**src/rpd_params.svh**
```systemverilog
// constants of the request phase decode and parity block
`ifndef RPD_PARAMS_SVH
`define RPD_PARAMS_SVH

// apb register byte offsets
`define RPD_OFF_CTRL      8'h00
`define RPD_OFF_STATUS    8'h04
`define RPD_OFF_LAST_TXN  8'h08
`define RPD_OFF_IRQ_STAT  8'h0c
`define RPD_OFF_IRQ_EN    8'h10
`define RPD_OFF_IRQ_CLR   8'h14
`define RPD_OFF_PERR_CNT  8'h18

// ctrl fields
`define RPD_CTRL_CHECK_EN    0
`define RPD_CTRL_RST         32'h0000_0001

// status fields
`define RPD_ST_ADDRESS_ERROR_LINE_CFG      0
`define RPD_ST_BUS_RESET     1
`define RPD_ST_BUSY          2

// last transaction fields
`define RPD_LT_TXN_LSB       0
`define RPD_LT_ASZ_LSB       4
`define RPD_LT_DSZ_LSB       6
`define RPD_LT_LEN_LSB       8
`define RPD_LT_WB_SEL        10
`define RPD_LT_DATA_RD       11
`define RPD_LT_PERR          12

// interrupt event bits
`define RPD_EV_PERR          0
`define RPD_EV_CENTRAL       1
`define RPD_EV_DECODED       2
`define RPD_EV_IGNORED       3
`define RPD_EV_LEN_RSVD      4
`define RPD_EV_W             5
`define RPD_IRQ_EN_RST       5'h00

// request phase timing: error phase is this many clocks after the strobe clock
`define RPD_ERR_PHASE_CLK    3

`endif

```
**src/rpd_pkg.sv**
```systemverilog
// types shared by the request phase decode and parity block
package rpd_pkg;

  typedef enum logic [3:0] {
    RPD_TXN_DEFER_REPLY,
    RPD_TXN_INT_ACK,
    RPD_TXN_SPECIAL,
    RPD_TXN_BRANCH_TRACE,
    RPD_TXN_IO_READ,
    RPD_TXN_IO_WRITE,
    RPD_TXN_MEM_RD_INVAL,
    RPD_TXN_MEM_WR_RSVD,
    RPD_TXN_MEM_READ,
    RPD_TXN_MEM_WRITE,
    RPD_TXN_CENTRAL_RSVD,
    RPD_TXN_IGNORE
  } rpd_txn_t;

  // request pins at their electrical level, all active low but parity
  typedef struct packed {
    logic       address_strobe_line_n;
    logic [4:0] request_code_n;
    logic       request_parity;
  } rpd_req_pins_t;

  typedef struct packed {
    rpd_txn_t   txn;
    logic [1:0] address_size_field;
    logic [1:0] data_size_field;
    logic [1:0] transfer_length_field;
    logic       write_or_writeback_select;
    logic       data_read;
    logic       len_reserved;
  } rpd_decoded_t;

endpackage

```
**src/rpd_decode.sv**
```systemverilog
// transaction type decode of the two request clock codes
`timescale 1ns/1ns
`default_nettype none

module rpd_decode
  import rpd_pkg::*;
(
  // codes in asserted sense, 1 = line low
  input  wire logic [4:0]   request_code_first_clock,
  input  wire logic [4:0]   request_code_second_clock,
  // decoded request
  output rpd_decoded_t      decoded
);

  logic [4:0] a;
  logic [1:0] lb;

  assign a  = request_code_first_clock;
  assign lb = request_code_second_clock[1:0];

  always_comb begin
    decoded                           = '0;
    decoded.address_size_field        = a[4:3];
    decoded.data_size_field           = request_code_second_clock[4:3];
    decoded.transfer_length_field     = lb;
    decoded.len_reserved              = (lb == 2'b11);
    decoded.write_or_writeback_select = a[1];
    decoded.data_read                 = a[2] & a[1] & ~a[0];
    case (a)
      5'h00: decoded.txn = RPD_TXN_DEFER_REPLY;
      5'h01: decoded.txn = RPD_TXN_IGNORE;
      5'h08: begin
        if (lb == 2'b00) decoded.txn = RPD_TXN_INT_ACK;
        else if (lb == 2'b01) decoded.txn = RPD_TXN_SPECIAL;
        else decoded.txn = RPD_TXN_CENTRAL_RSVD;
      end
      5'h09: begin
        if (lb == 2'b00) decoded.txn = RPD_TXN_BRANCH_TRACE;
        else decoded.txn = RPD_TXN_CENTRAL_RSVD;
      end
      5'h10: decoded.txn = RPD_TXN_IO_READ;
      5'h11: decoded.txn = RPD_TXN_IO_WRITE;
      5'h18,
      5'h19: decoded.txn = RPD_TXN_IGNORE;
      default: begin
        // every remaining first-clock code is a memory request
        case (a[2:0])
          3'b010:  decoded.txn = RPD_TXN_MEM_RD_INVAL;
          3'b011:  decoded.txn = RPD_TXN_MEM_WR_RSVD;
          3'b100,
          3'b110:  decoded.txn = RPD_TXN_MEM_READ;
          3'b101,
          3'b111:  decoded.txn = RPD_TXN_MEM_WRITE;
          default: decoded.txn = RPD_TXN_IGNORE;
        endcase
      end
    endcase
  end

endmodule

`default_nettype wire

```
**src/rpd_top.sv**
```systemverilog
// request phase receiver: decode, parity check, address error drive, apb registers
//
// Functional notes
// owner drives command lines, others sample both
// first code starts snoop, second completes
// second clock: size high, length low
// initiator drives parity over strobe, commands
// parity high for even count of lows
// mismatch asserts address error if enabled
// decode deferred, interrupt, special, trace, I/O
// memory: address size, invalidate, code/data read
// low bits 1x1 memory write, writeback select
// reserved groups need central agent; ignore others
// release bus outputs within two clocks
// latch configuration at reset release
// length codes 8, 16, 32 bytes, 11 reserved
// per clock parity, one flag, cleared after
`timescale 1ns/1ns
`default_nettype none
`include "rpd_params.svh"

module rpd_top
  import rpd_pkg::*;
#(
  parameter int CNT_W = 16
)(
  // clock and reset
  input  wire logic          pclk,
  input  wire logic          presetn,
  // apb slave
  input  wire logic          psel,
  input  wire logic          penable,
  input  wire logic          pwrite,
  input  wire logic [7:0]    paddr,
  input  wire logic [31:0]   pwdata,
  output logic [31:0]        prdata,
  output logic               pready,
  output logic               pslverr,
  // system bus, common clock with pclk
  input  wire rpd_req_pins_t req_pins,
  input  wire logic          bus_reset_n,
  input  wire logic          cfg_address_error_line_drive_n,
  output logic               address_error_line_o,
  output logic               address_error_line_oe_n,
  // interrupt
  output logic               irq
);

  if (CNT_W < 1 || CNT_W > 32) begin : g_chk
    $error("rpd_top: CNT_W must be 1 to 32");
  end

  // the walk strobe, second code, wait, drive puts the error phase at a fixed three clocks
  if (`RPD_ERR_PHASE_CLK != 3) begin : g_chk_err
    $error("rpd_top: the state walk serves an error phase of three clocks only");
  end

  typedef enum logic [1:0] {ST_IDLE, ST_REQ_B, ST_ERR_WAIT, ST_ERR_DRIVE} rpd_state_t;

  // parity is correct when high for an even number of low lines
  function automatic logic parity_bad(input logic strobe_n, input logic [4:0] code_n, input logic par);
    logic expect_par;
    expect_par = ~(^(~{strobe_n, code_n}));
    parity_bad = (par != expect_par);
  endfunction

  // ---------------- bus side state ----------------
  rpd_state_t   state_r, state_nxt;
  logic [4:0]   code_a_r, code_a_nxt;
  logic         perr_a_r, perr_a_nxt;
  logic         perr_flag_r, perr_flag_nxt;
  logic         address_error_line_r, address_error_line_nxt;
  logic         rst_seen_r, rst_seen_nxt;
  logic         cfg_address_error_line_r, cfg_address_error_line_nxt;
  rpd_decoded_t last_r, last_nxt;
  logic         last_perr_r, last_perr_nxt;
  logic [4:0]   events;
  logic [CNT_W-1:0] perr_cnt_r, perr_cnt_nxt;

  rpd_decoded_t dec;
  logic         perr_b;
  logic         strobe_seen;

  // the second code is decoded straight off the pins; its result is only used in ST_REQ_B
  rpd_decode u_decode (
    .request_code_first_clock  (code_a_r),
    .request_code_second_clock (~req_pins.request_code_n),
    .decoded                   (dec)
  );

  // the second clock has the strobe inactive, and that level is covered too
  assign perr_b      = parity_bad(req_pins.address_strobe_line_n, req_pins.request_code_n,
                                  req_pins.request_parity);
  assign strobe_seen = ~req_pins.address_strobe_line_n & rst_seen_r;

  logic check_en;
  logic perr_any;

  // a fault in either request clock makes one flag; each clock uses the enable it saw
  assign perr_any = perr_a_r | (check_en & perr_b);

  always_comb begin
    state_nxt     = state_r;
    code_a_nxt    = code_a_r;
    perr_a_nxt    = perr_a_r;
    perr_flag_nxt = perr_flag_r;
    address_error_line_nxt      = 1'b0;
    last_nxt      = last_r;
    last_perr_nxt = last_perr_r;
    rst_seen_nxt  = bus_reset_n;
    cfg_address_error_line_nxt  = cfg_address_error_line_r;
    events        = '0;
    if (bus_reset_n && !rst_seen_r) begin
      cfg_address_error_line_nxt = ~cfg_address_error_line_drive_n;
    end
    case (state_r)
      ST_IDLE,
      ST_ERR_DRIVE: begin
        if (strobe_seen) begin
          // first clock: sample type and check its parity on its own
          code_a_nxt = ~req_pins.request_code_n;
          perr_a_nxt = check_en & parity_bad(req_pins.address_strobe_line_n,
                                             req_pins.request_code_n,
                                             req_pins.request_parity);
          state_nxt  = ST_REQ_B;
        end else begin
          state_nxt = ST_IDLE;
        end
      end
      ST_REQ_B: begin
        perr_flag_nxt = perr_any;
        last_nxt      = dec;
        last_perr_nxt = perr_any;
        state_nxt     = ST_ERR_WAIT;
        events[`RPD_EV_DECODED]  = (dec.txn != RPD_TXN_IGNORE);
        events[`RPD_EV_IGNORED]  = (dec.txn == RPD_TXN_IGNORE);
        events[`RPD_EV_CENTRAL]  = (dec.txn == RPD_TXN_CENTRAL_RSVD);
        events[`RPD_EV_LEN_RSVD] = dec.len_reserved;
        events[`RPD_EV_PERR]     = perr_any;
      end
      ST_ERR_WAIT: begin
        // drive in the error phase clock, then drop the flag for the next request
        address_error_line_nxt      = perr_flag_r & cfg_address_error_line_r;
        perr_flag_nxt = 1'b0;
        state_nxt     = ST_ERR_DRIVE;
      end
      default: state_nxt = ST_IDLE;
    endcase
    if (!bus_reset_n) begin
      // reset seen at an edge releases the pin at that same edge
      state_nxt     = ST_IDLE;
      address_error_line_nxt      = 1'b0;
      perr_flag_nxt = 1'b0;
    end
  end

  always_ff @(posedge pclk or negedge presetn) begin
    if (!presetn) begin
      state_r     <= ST_IDLE;
      code_a_r    <= '0;
      perr_a_r    <= 1'b0;
      perr_flag_r <= 1'b0;
      address_error_line_r      <= 1'b0;
      rst_seen_r  <= 1'b0;
      cfg_address_error_line_r  <= 1'b0;
      last_r      <= '0;
      last_perr_r <= 1'b0;
    end else begin
      state_r     <= state_nxt;
      code_a_r    <= code_a_nxt;
      perr_a_r    <= perr_a_nxt;
      perr_flag_r <= perr_flag_nxt;
      address_error_line_r      <= address_error_line_nxt;
      rst_seen_r  <= rst_seen_nxt;
      cfg_address_error_line_r  <= cfg_address_error_line_nxt;
      last_r      <= last_nxt;
      last_perr_r <= last_perr_nxt;
    end
  end

  // ---------------- parity fault counter ----------------
  // saturates instead of wrapping so a fault storm never reads back as a few
  always_comb begin
    perr_cnt_nxt = perr_cnt_r;
    if (state_r == ST_REQ_B && perr_any && !(&perr_cnt_r)) begin
      perr_cnt_nxt = perr_cnt_r + 1'b1;
    end
  end

  always_ff @(posedge pclk or negedge presetn) begin
    if (!presetn) begin
      perr_cnt_r <= '0;
    end else begin
      perr_cnt_r <= perr_cnt_nxt;
    end
  end

  // open drain: oe_n low pulls the line low, otherwise released
  assign address_error_line_o    = 1'b0;
  assign address_error_line_oe_n = ~address_error_line_r;

  // ---------------- apb registers ----------------
  logic [31:0] ctrl_r, ctrl_nxt;
  logic [`RPD_EV_W-1:0] irq_stat_r, irq_stat_nxt;
  logic [`RPD_EV_W-1:0] irq_en_r, irq_en_nxt;
  logic [31:0] prdata_r, prdata_nxt;
  logic        slverr_r, slverr_nxt;
  logic        wr_acc;
  logic [`RPD_EV_W-1:0] clr;

  assign check_en = ctrl_r[`RPD_CTRL_CHECK_EN];
  assign wr_acc   = psel & penable & pwrite;

  function automatic logic addr_ok(input logic [7:0] a);
    addr_ok = (a == `RPD_OFF_CTRL)     || (a == `RPD_OFF_STATUS) ||
              (a == `RPD_OFF_LAST_TXN) || (a == `RPD_OFF_IRQ_STAT) ||
              (a == `RPD_OFF_IRQ_EN)   || (a == `RPD_OFF_IRQ_CLR) ||
              (a == `RPD_OFF_PERR_CNT);
  endfunction

  // write access phase aimed at one register offset
  function automatic logic wr_hit(input logic acc, input logic [7:0] a, input logic [7:0] off);
    wr_hit = acc && (a == off);
  endfunction

  // ---------------- interrupt status ----------------
  always_comb begin
    clr = '0;
    if (wr_hit(wr_acc, paddr, `RPD_OFF_IRQ_CLR)) begin
      clr = pwdata[`RPD_EV_W-1:0];
    end
    // a new event in the clear cycle stays set
    irq_stat_nxt = (irq_stat_r & ~clr) | events;
  end

  always_ff @(posedge pclk or negedge presetn) begin
    if (!presetn) begin
      irq_stat_r <= '0;
    end else begin
      irq_stat_r <= irq_stat_nxt;
    end
  end

  // ---------------- register file ----------------
  always_comb begin
    ctrl_nxt   = ctrl_r;
    irq_en_nxt = irq_en_r;
    prdata_nxt = prdata_r;
    slverr_nxt = slverr_r;
    if (wr_hit(wr_acc, paddr, `RPD_OFF_CTRL)) begin
      // only the check enable exists; the other bits read back as zero
      ctrl_nxt = {31'h0000_0000, pwdata[`RPD_CTRL_CHECK_EN]};
    end
    if (wr_hit(wr_acc, paddr, `RPD_OFF_IRQ_EN)) begin
      irq_en_nxt = pwdata[`RPD_EV_W-1:0];
    end
    if (psel && !penable) begin
      // read data and error answer are prepared in the setup cycle
      slverr_nxt = ~addr_ok(paddr);
      prdata_nxt = 32'h0000_0000;
      case (paddr)
        `RPD_OFF_CTRL:     prdata_nxt = ctrl_r;
        `RPD_OFF_STATUS: begin
          prdata_nxt[`RPD_ST_ADDRESS_ERROR_LINE_CFG]  = cfg_address_error_line_r;
          prdata_nxt[`RPD_ST_BUS_RESET] = ~rst_seen_r;
          prdata_nxt[`RPD_ST_BUSY]      = (state_r != ST_IDLE);
        end
        `RPD_OFF_LAST_TXN: begin
          prdata_nxt[`RPD_LT_TXN_LSB +: 4] = last_r.txn;
          prdata_nxt[`RPD_LT_ASZ_LSB +: 2] = last_r.address_size_field;
          prdata_nxt[`RPD_LT_DSZ_LSB +: 2] = last_r.data_size_field;
          prdata_nxt[`RPD_LT_LEN_LSB +: 2] = last_r.transfer_length_field;
          prdata_nxt[`RPD_LT_WB_SEL]       = last_r.write_or_writeback_select;
          prdata_nxt[`RPD_LT_DATA_RD]      = last_r.data_read;
          prdata_nxt[`RPD_LT_PERR]         = last_perr_r;
        end
        `RPD_OFF_IRQ_STAT: prdata_nxt[`RPD_EV_W-1:0] = irq_stat_r;
        `RPD_OFF_IRQ_EN:   prdata_nxt[`RPD_EV_W-1:0] = irq_en_r;
        `RPD_OFF_PERR_CNT: prdata_nxt[CNT_W-1:0]     = perr_cnt_r;
        default:           prdata_nxt = 32'h0000_0000;
      endcase
    end
  end

  always_ff @(posedge pclk or negedge presetn) begin
    if (!presetn) begin
      ctrl_r     <= `RPD_CTRL_RST;
      irq_en_r   <= `RPD_IRQ_EN_RST;
      prdata_r   <= '0;
      slverr_r   <= 1'b0;
    end else begin
      ctrl_r     <= ctrl_nxt;
      irq_en_r   <= irq_en_nxt;
      prdata_r   <= prdata_nxt;
      slverr_r   <= slverr_nxt;
    end
  end

  // zero wait states: setup cycle already latched the answer
  assign pready  = 1'b1;
  assign prdata  = prdata_r;
  assign pslverr = slverr_r & psel & penable;
  assign irq     = |(irq_stat_r & irq_en_r);

endmodule

`default_nettype wire

```
**config.mk**
```make
export PLATFORM = sky130hd
export DESIGN_NAME = rpd_top
export DESIGN_NICKNAME = d
export VERILOG_FILES = /design/src/rpd_pkg.sv /design/src/rpd_decode.sv /design/src/rpd_top.sv
export VERILOG_INCLUDE_DIRS = /design/src /design/src/src
export SDC_FILE = /design/constraint.sdc
export NUM_CORES = 1
export LEC_CHECK = 0
export ABC_AREA = 1
export BUFFER_PORTS_ARGS = -buffer_cell sky130_fd_sc_hd__buf_4
export CORE_UTILIZATION = 55
export DETAILED_ROUTE_END_ITERATION = 10
export GPL_ROUTABILITY_DRIVEN = 0
export PLACE_DENSITY = 0.9
export SETUP_SLACK_MARGIN = 0.3
export SYNTH_ARGS = -nofsm -noshare
export SYNTH_HDL_FRONTEND = slang
export SYNTH_SLANG_ARGS = --single-unit
```
**constraint.sdc**
```tcl
create_clock -name pclk -period 3.06 [get_ports pclk]
set_input_delay 0.612 -clock pclk [delete_from_list [all_inputs] [get_ports pclk]]
set_output_delay 0.612 -clock pclk [all_outputs]
set_load 0.1 [all_outputs]
```
==> metrics.cfg, run 1 <==
[outcome]
status = completed

[cts]
clkSinkCount = 69
htreeDepth = 3
cts_resized = 0
cts_buffers = 9
cts_hold_buf = 0
postCtsSetupRepairBufs = 0
path_clk_slew_ps = 70
clock_path_buffers = 2
cts_tree = built
cts-root-buf = clkbuf_8
clkLatencyLatePin_ps = 350

[finish]
seq_area_sq_mm = 0.00173
drive_above_1_share = 0.131
fin_util = 0.662
syn_to_final_growth_pct = 13.6
multiInputGateArea_sq_mm = 0.00174
design_area_sq_mm = 0.00432
fillers = 533
fin_cells = 626
nNetsFinal = 606
n_antenna_cell = 0

[synth]
synth.ff_latch_count = 69
ys_seq_area_frac = 0.454
yosysWarnings = 0
synth_cells = 500
avgSynthCellArea_sq_um = 7.61
syn_area_sq_mm = 0.00381
yosysUniqueCellTypes = 36

[sta]
fin_tns_setup_ps = 0
worstMarginPinSlew_ps = 849
setup_viol = 0
maxSlewHeadroom = 0.434
max_clock_freq_ghz = 0.477
fin_crit_sh = 0.686
whs_ps = 351
rsz0062_at_grt = false
layout_min_cycle_time_ps = 2100
finalClockSkew_ps = 4.70
report.final.slew_viol_count = 0
hold_violations = 0

[worst_setup_path]
crit_required_ps = 3350
crit_path_max_fanout = 16
critical_path_arrival_ps = 2380
start_kind = register
worstRegToRegCells = 7
cpMaxStageDelayCell = dfrtp_1
cp.depth = 7
critical-path-top-delay-family = simple AND/OR/NAND/NOR gates
endpoint_kind = register
slowest_delay_ps = 430
crit_top_cell = nand2_1
startpoint = perr_cnt_r[0]$_DFFE_PN0P_
crit_type = register to register
cp_cell_sequence = ha_1, nand3_1, nor2_2, nand4_4, nand3_2, nand2_1, nand2_1
critPathBufInv = 0
r2r_start = perr_cnt_r[0]$_DFFE_PN0P_

[floorplan]
die_h_microns = 85.2
dieArea_sq_mm = 0.00726
io_pins = 91
rows = 29
core_area_sq_mm = 0.00653
die_w_microns = 85.2
start_util = 0.583

[routing]
via_per_inst = 5.59
drt_pass1_iterations = 6
ant_nets = 0
routed_wl_microns = 8780
vias = 3501
drtIter0Drc = 331
drc = 0
wl_per_cell_microns = 14.0

[place]
place_area_sq_mm = 0.00413
port-buffer-count = 45
dp_hpwl_microns = 6200
dp.cells = 611

[flow_run]
max-cap-violations = 0

[pwr]
cellLeakagePower_nw = 2.22
peakVddDrop_mv = 0.361
power_density_mw_per_mm2 = 541

[global_routing]
grt_first_pass_wirelength_microns = 14900
grt_antenna_before_repair = 0
grt_overflow_total = 0
grt_max_degree = 70
track_usage = 0.262
grt_pass1_vias = 3262

[hold_path]
hold_path_class = input pin to async pin

cell type report:
type	count	share of cell area
sequential	69	0.400
inverter	55	0.0477
clock buffer	14	0.0376
clock inverter	1	0.00694
multi-input combinational	362	0.402
timing repair buffer	48	0.0833
tap	77	0.0223
sequential cells by signal, summed over array words and instances (netlist names), 2 cells and up:
signal,count
code_a_r,5
irq_en_r,5
irq_stat_r,5
last_r,12
perr_cnt_r,16
prdata,16
state_r,2
worst register-to-register path, stage by stage (launching register included):
cell and delay, ps:
dfrtp_1 430, ha_1 250, nand3_1 190, nor2_2 340, nand4_4 300, nand3_2 360, nand2_1 100, nand2_1 70
worst paths after layout:
path	to	slack, ps
max reg2reg	perr_cnt_r[4]$_DFFE_PN0P_	960
min reg2reg	prdata[1]$_DFFE_PN0P_	490
max in group asynchronous	prdata[2]$_DFFE_PN0P_	2130
min in group pclk	rst_seen_r$_DFF_PN0_	390
max	perr_cnt_r[4]$_DFFE_PN0P_	960
min	state_r[1]$_DFF_PN0_	350
report_power, final:
| part | internal (mW) | leakage [nW] | switching, mW |
|---|---|---|---|
| Clock | 0.418 | 0.0968 | 0.328 |
| Sequential | 1.01 | 0.894 | 0.0768 |
| Combinational | 0.121 | 1.23 | 0.386 |
cell families (layout without fill, tap and decap cells):
| kind of cell | count (synthesis) | count (layout) | synth area share |
|---|---|---|---|
| AO/OA/AOI/OAI | 63 | 63 | 0.0917 |
| other | 2 | 18 | 0.00197 |
| XOR/XNOR | 11 | 11 | 0.0253 |
| buffers and inverters | 85 | 118 | 0.105 |
| flip-flops | 69 | 69 | 0.454 |
| adder cells (fa/ha/maj) | 7 | 7 | 0.0230 |
| AND/OR/NAND/NOR | 263 | 263 | 0.299 |
placed cells by master (no fill, tap or decap), drive strengths merged, types with 3 or more instances in the layout:
cell,instances
conb,18
dfrtp,68
nand3,32
xor2,8
nor3,6
inv,54
o21ai,41
xnor2,3
nand4,22
a31oi,10
clkbuf,14
nor2,40
ha,7
buf,48
nand2,159
a21oi,4
o31ai,3
Yosys cell counts:
master,count,area share
a211oi_1,1,0.0020
a21oi_1,4,0.0053
a221oi_1,1,0.0023
a311oi_1,1,0.0023
a31oi_1,10,0.016
and3_1,2,0.0033
buf_1,1,0.00099
buf_2,3,0.0039
buf_4,18,0.036
buf_6,1,0.0030
clkbuf_1,7,0.0069
clkinv_1,1,0.00099
conb_1,2,0.0020
dfrtp_1,68,0.45
dfstp_2,1,0.0069
ha_1,7,0.023
inv_1,50,0.049
inv_2,4,0.0039
nand2_1,157,0.15
nand2_2,2,0.0033
nand3_1,31,0.041
nand3_2,1,0.0026
nand4_1,21,0.035
nand4_4,1,0.0056
nor2_1,39,0.038
nor2_2,1,0.0016
nor3_1,6,0.0079
nor3b_4,1,0.0049
o211ai_1,1,0.0020
o21ai_0,27,0.036
o21ai_1,14,0.018
o22ai_1,1,0.0016
o31ai_1,3,0.0059
or2_2,1,0.0016
xnor2_1,3,0.0069
xor2_1,8,0.018
through the flow:
step / power (mW) / worst slack (ps)
2_1_floorplan: 1.48 / 723
3_3_place_gp: 1.58 / 875
3_5_place_dp: 1.60 / 772
4_1_cts: 2.35 / 994
5_1_grt: 2.45 / 784
6_report: 2.34 / 962
per-layer routing:
layer | routed length (microns) | GRT usage | up-vias | part of all wire
li1 | - | - | 1681 | -
met2 | 4060 | 0.413 | 171 | 0.46
met1 | 3910 | 0.350 | 1631 | 0.45
met5 | 0 | 0 | - | 0
met3 | 650 | 0.0632 | 18 | 0.074
met4 | 157 | 0.106 | 0 | 0.018
No activity file was read; power rests on OpenSTA's default activity.
==> run 2, diff against run 1 <==
--- a/config.mk
+++ b/config.mk
@@ -8,10 +8,10 @@
 export LEC_CHECK = 0
 export ABC_AREA = 1
 export BUFFER_PORTS_ARGS = -buffer_cell sky130_fd_sc_hd__buf_4
-export CORE_UTILIZATION = 55
+export CORE_UTILIZATION = 49
 export DETAILED_ROUTE_END_ITERATION = 10
 export GPL_ROUTABILITY_DRIVEN = 0
-export PLACE_DENSITY = 0.9
+export PLACE_DENSITY = 0.85
 export SETUP_SLACK_MARGIN = 0.3
 export SYNTH_ARGS = -nofsm -noshare
 export SYNTH_HDL_FRONTEND = slang
==> constraint.sdc (replaced) <==
create_clock -name pclk -period 1.8 [get_ports pclk]
set_input_delay 0.36 -clock pclk [delete_from_list [all_inputs] [get_ports pclk]]
set_output_delay 0.36 -clock pclk [all_outputs]
set_load 0.1 [all_outputs]
==> run 2 against run 1 <==
  * First-iteration DRC count rose by 28%
  * Via count is 7.1% higher
  * Total power grew 70%
  * Count of clock-buffer cells in the layout unchanged
  * Sequential cell count unchanged
  * Register-to-register slack got worse by 690 ps
  * Worst hold slack got worse by 220 ps
==> metrics.cfg, run 2 (synthesis gave the netlist of run 1 again) <==
[hold_path]
hp-start = bus_reset_n
min_delay_path_depth = 1
min_to = rst_seen_r$_DFF_PN0_
hold_path_class = input pin to register

[finish]
n_antenna_cell = 0
drive_above_1_share = 0.221
final_cell_mix = nand2_1, dfrtp_1, buf_4, inv_1, nor2_1
fin_cells = 677
multiInputGateArea_sq_mm = 0.00188
nNetsFinal = 635
seq_area_sq_mm = 0.00173
layout_commonest_cell = nand2_1
fillers = 579
syn_to_final_growth_pct = 26.1

[cts]
htreeDepth = 3
clock_path_buffers = 2
cts_tree = built
cts_buffers = 9
clkSinkCount = 69
path_clk_slew_ps = 70
cts-root-buf = clkbuf_8
clkLatencyLatePin_ps = 360

[place]
port-buffer-count = 45
dp.cells = 640
dp_hpwl_microns = 6500

[worst_setup_path]
crit_path_max_fanout = 2
slowest_delay_ps = 390
crit_top_cell = nand2_1
cpMaxStageDelayCell = dfrtp_1
worstRegToRegCells = 6
critPathBufInv = 1
critical_path_arrival_ps = 1410
r2r_start = perr_cnt_r[14]$_DFFE_PN0P_
r2r-end = perr_cnt_r[11]$_DFFE_PN0P_
setup.reg_to_reg.worst_slack_ps = 270
start_kind = register
endpoint_kind = output pin
crit_required_ps = 1440
crit_type = register to output pin
critical-path-top-delay-family = flip-flops
cp_cell_sequence = nand2_1, nand2_1, a221oi_2, o21ai_4, buf_12
startpoint = irq_en_r[3]$_DFFE_PN0P_

[pwr]
power_frac_seq = 0.468
cellLeakagePower_nw = 2.40
peakVddDrop_mv = 0.418
switching_power_mw = 1.40
combPwrFrac = 0.239
power.internal_mw = 2.57
swShare = 0.352
power_density_mw_per_mm2 = 827
p_clk_frac = 0.293

[global_routing]
grt_first_pass_wirelength_microns = 15800
grt_overflow_total = 0
grt_pass1_vias = 3375
grt_max_degree = 45
grt_antenna_before_repair = 0
track_usage = 0.244

[sta]
finalClockSkew_ps = 8.24
maxSlewHeadroom = 0.646
report.final.slew_viol_count = 0
worstMarginPinSlew_ps = 527
hold_violations = 0
max_clock_freq_ghz = 0.566
rsz0062_at_grt = true
layout_min_cycle_time_ps = 1770
fin_crit_sh = 0.982
whs_ps = 126
setup_viol = 0

[floorplan]
start_util = 0.516
rows = 31
die_h_microns = 90.1
io_pins = 91
core_area_sq_mm = 0.00737
dieArea_sq_mm = 0.00812
die_w_microns = 90.1

[routing]
drc = 0
via_per_inst = 5.54
wl_per_cell_microns = 14.7
routed_wl_microns = 9920
drt_pass1_iterations = 6
ant_nets = 0
vias = 3749
drtIter0Drc = 423

[outcome]
status = completed

[flow_run]
max-cap-violations = 0

run 2: repair_timing:
action | 4_1_cts | 5_1_grt
pin swaps | 5 | 38
gates cloned | 1 | 0
hold endpoints to repair | 25 | 0
setup endpoints to repair | 22 | 28
gates resized for setup | 8 | 28
hold buffers | 1 | 0
setup buffers | 14 | 6
run 2: worst reg2reg max path: cells and delay by family (launching register included):
kind / cells / cell delay (ps)
buffers and inverters: 1 / 220
DFF: 1 / 420
and+or+nand+nor: 5 / 780
run 2: area by class of cell:
| class | count | area share |
|---|---|---|
| clock buffers | 14 | 0.0360 |
| well taps | 99 | 0.0258 |
| multi-input cells | 363 | 0.392 |
| clock inverters | 1 | 0.00104 |
| repair buffers | 76 | 0.137 |
| flip-flops and latches | 69 | 0.361 |
| inverters | 55 | 0.0469 |
run 2: worst max path at each step:
stage	to	slack, ps	cells past startpoint
finish	irq	30	5
global route	irq	-30	5
CTS	irq	30	5
detailed placement	perr_cnt_r[2]$_DFFE_PN0P_	-30	14
global placement	perr_cnt_r[7]$_DFFE_PN0P_	40	14
floorplan	perr_cnt_r[6]$_DFFE_PN0P_	240	14
run 2: metal layers:
layer	track usage	wire [microns]	share of wire
met5	0	0	0
met2	0.399	4800	0.48
met3	0.0482	784	0.079
met1	0.311	4040	0.41
met4	0.116	299	0.030
run 2: power by group through the flow:
stage	sequential, mW	combinational, mW	clock [mW]
global placement	1.86	0.865	0
floorplan	2.01	0.523	0
detailed placement	1.87	0.897	0
global route	1.88	1.02	1.24
finish	1.86	0.950	1.16
CTS	1.85	0.917	1.17
run 2: stage by stage:
| step | worst slack (ps) | setup TNS (ps) | utilization | total power [mW] | cell area, sq um |
|---|---|---|---|---|---|
| floorplan | 237 | 0 | - | 2.53 | 3940 |
| global placement | 41.1 | 0 | 0.586 | 2.73 | 4320 |
| detailed placement | -26.4 | -118 | 0.586 | 2.77 | 4320 |
| CTS | 34.0 | 0 | 0.632 | 3.93 | 4650 |
| global route | -25.1 | -25.1 | 0.651 | 4.14 | 4800 |
| finish | 32.1 | 0 | 0.651 | 3.97 | 4800 |
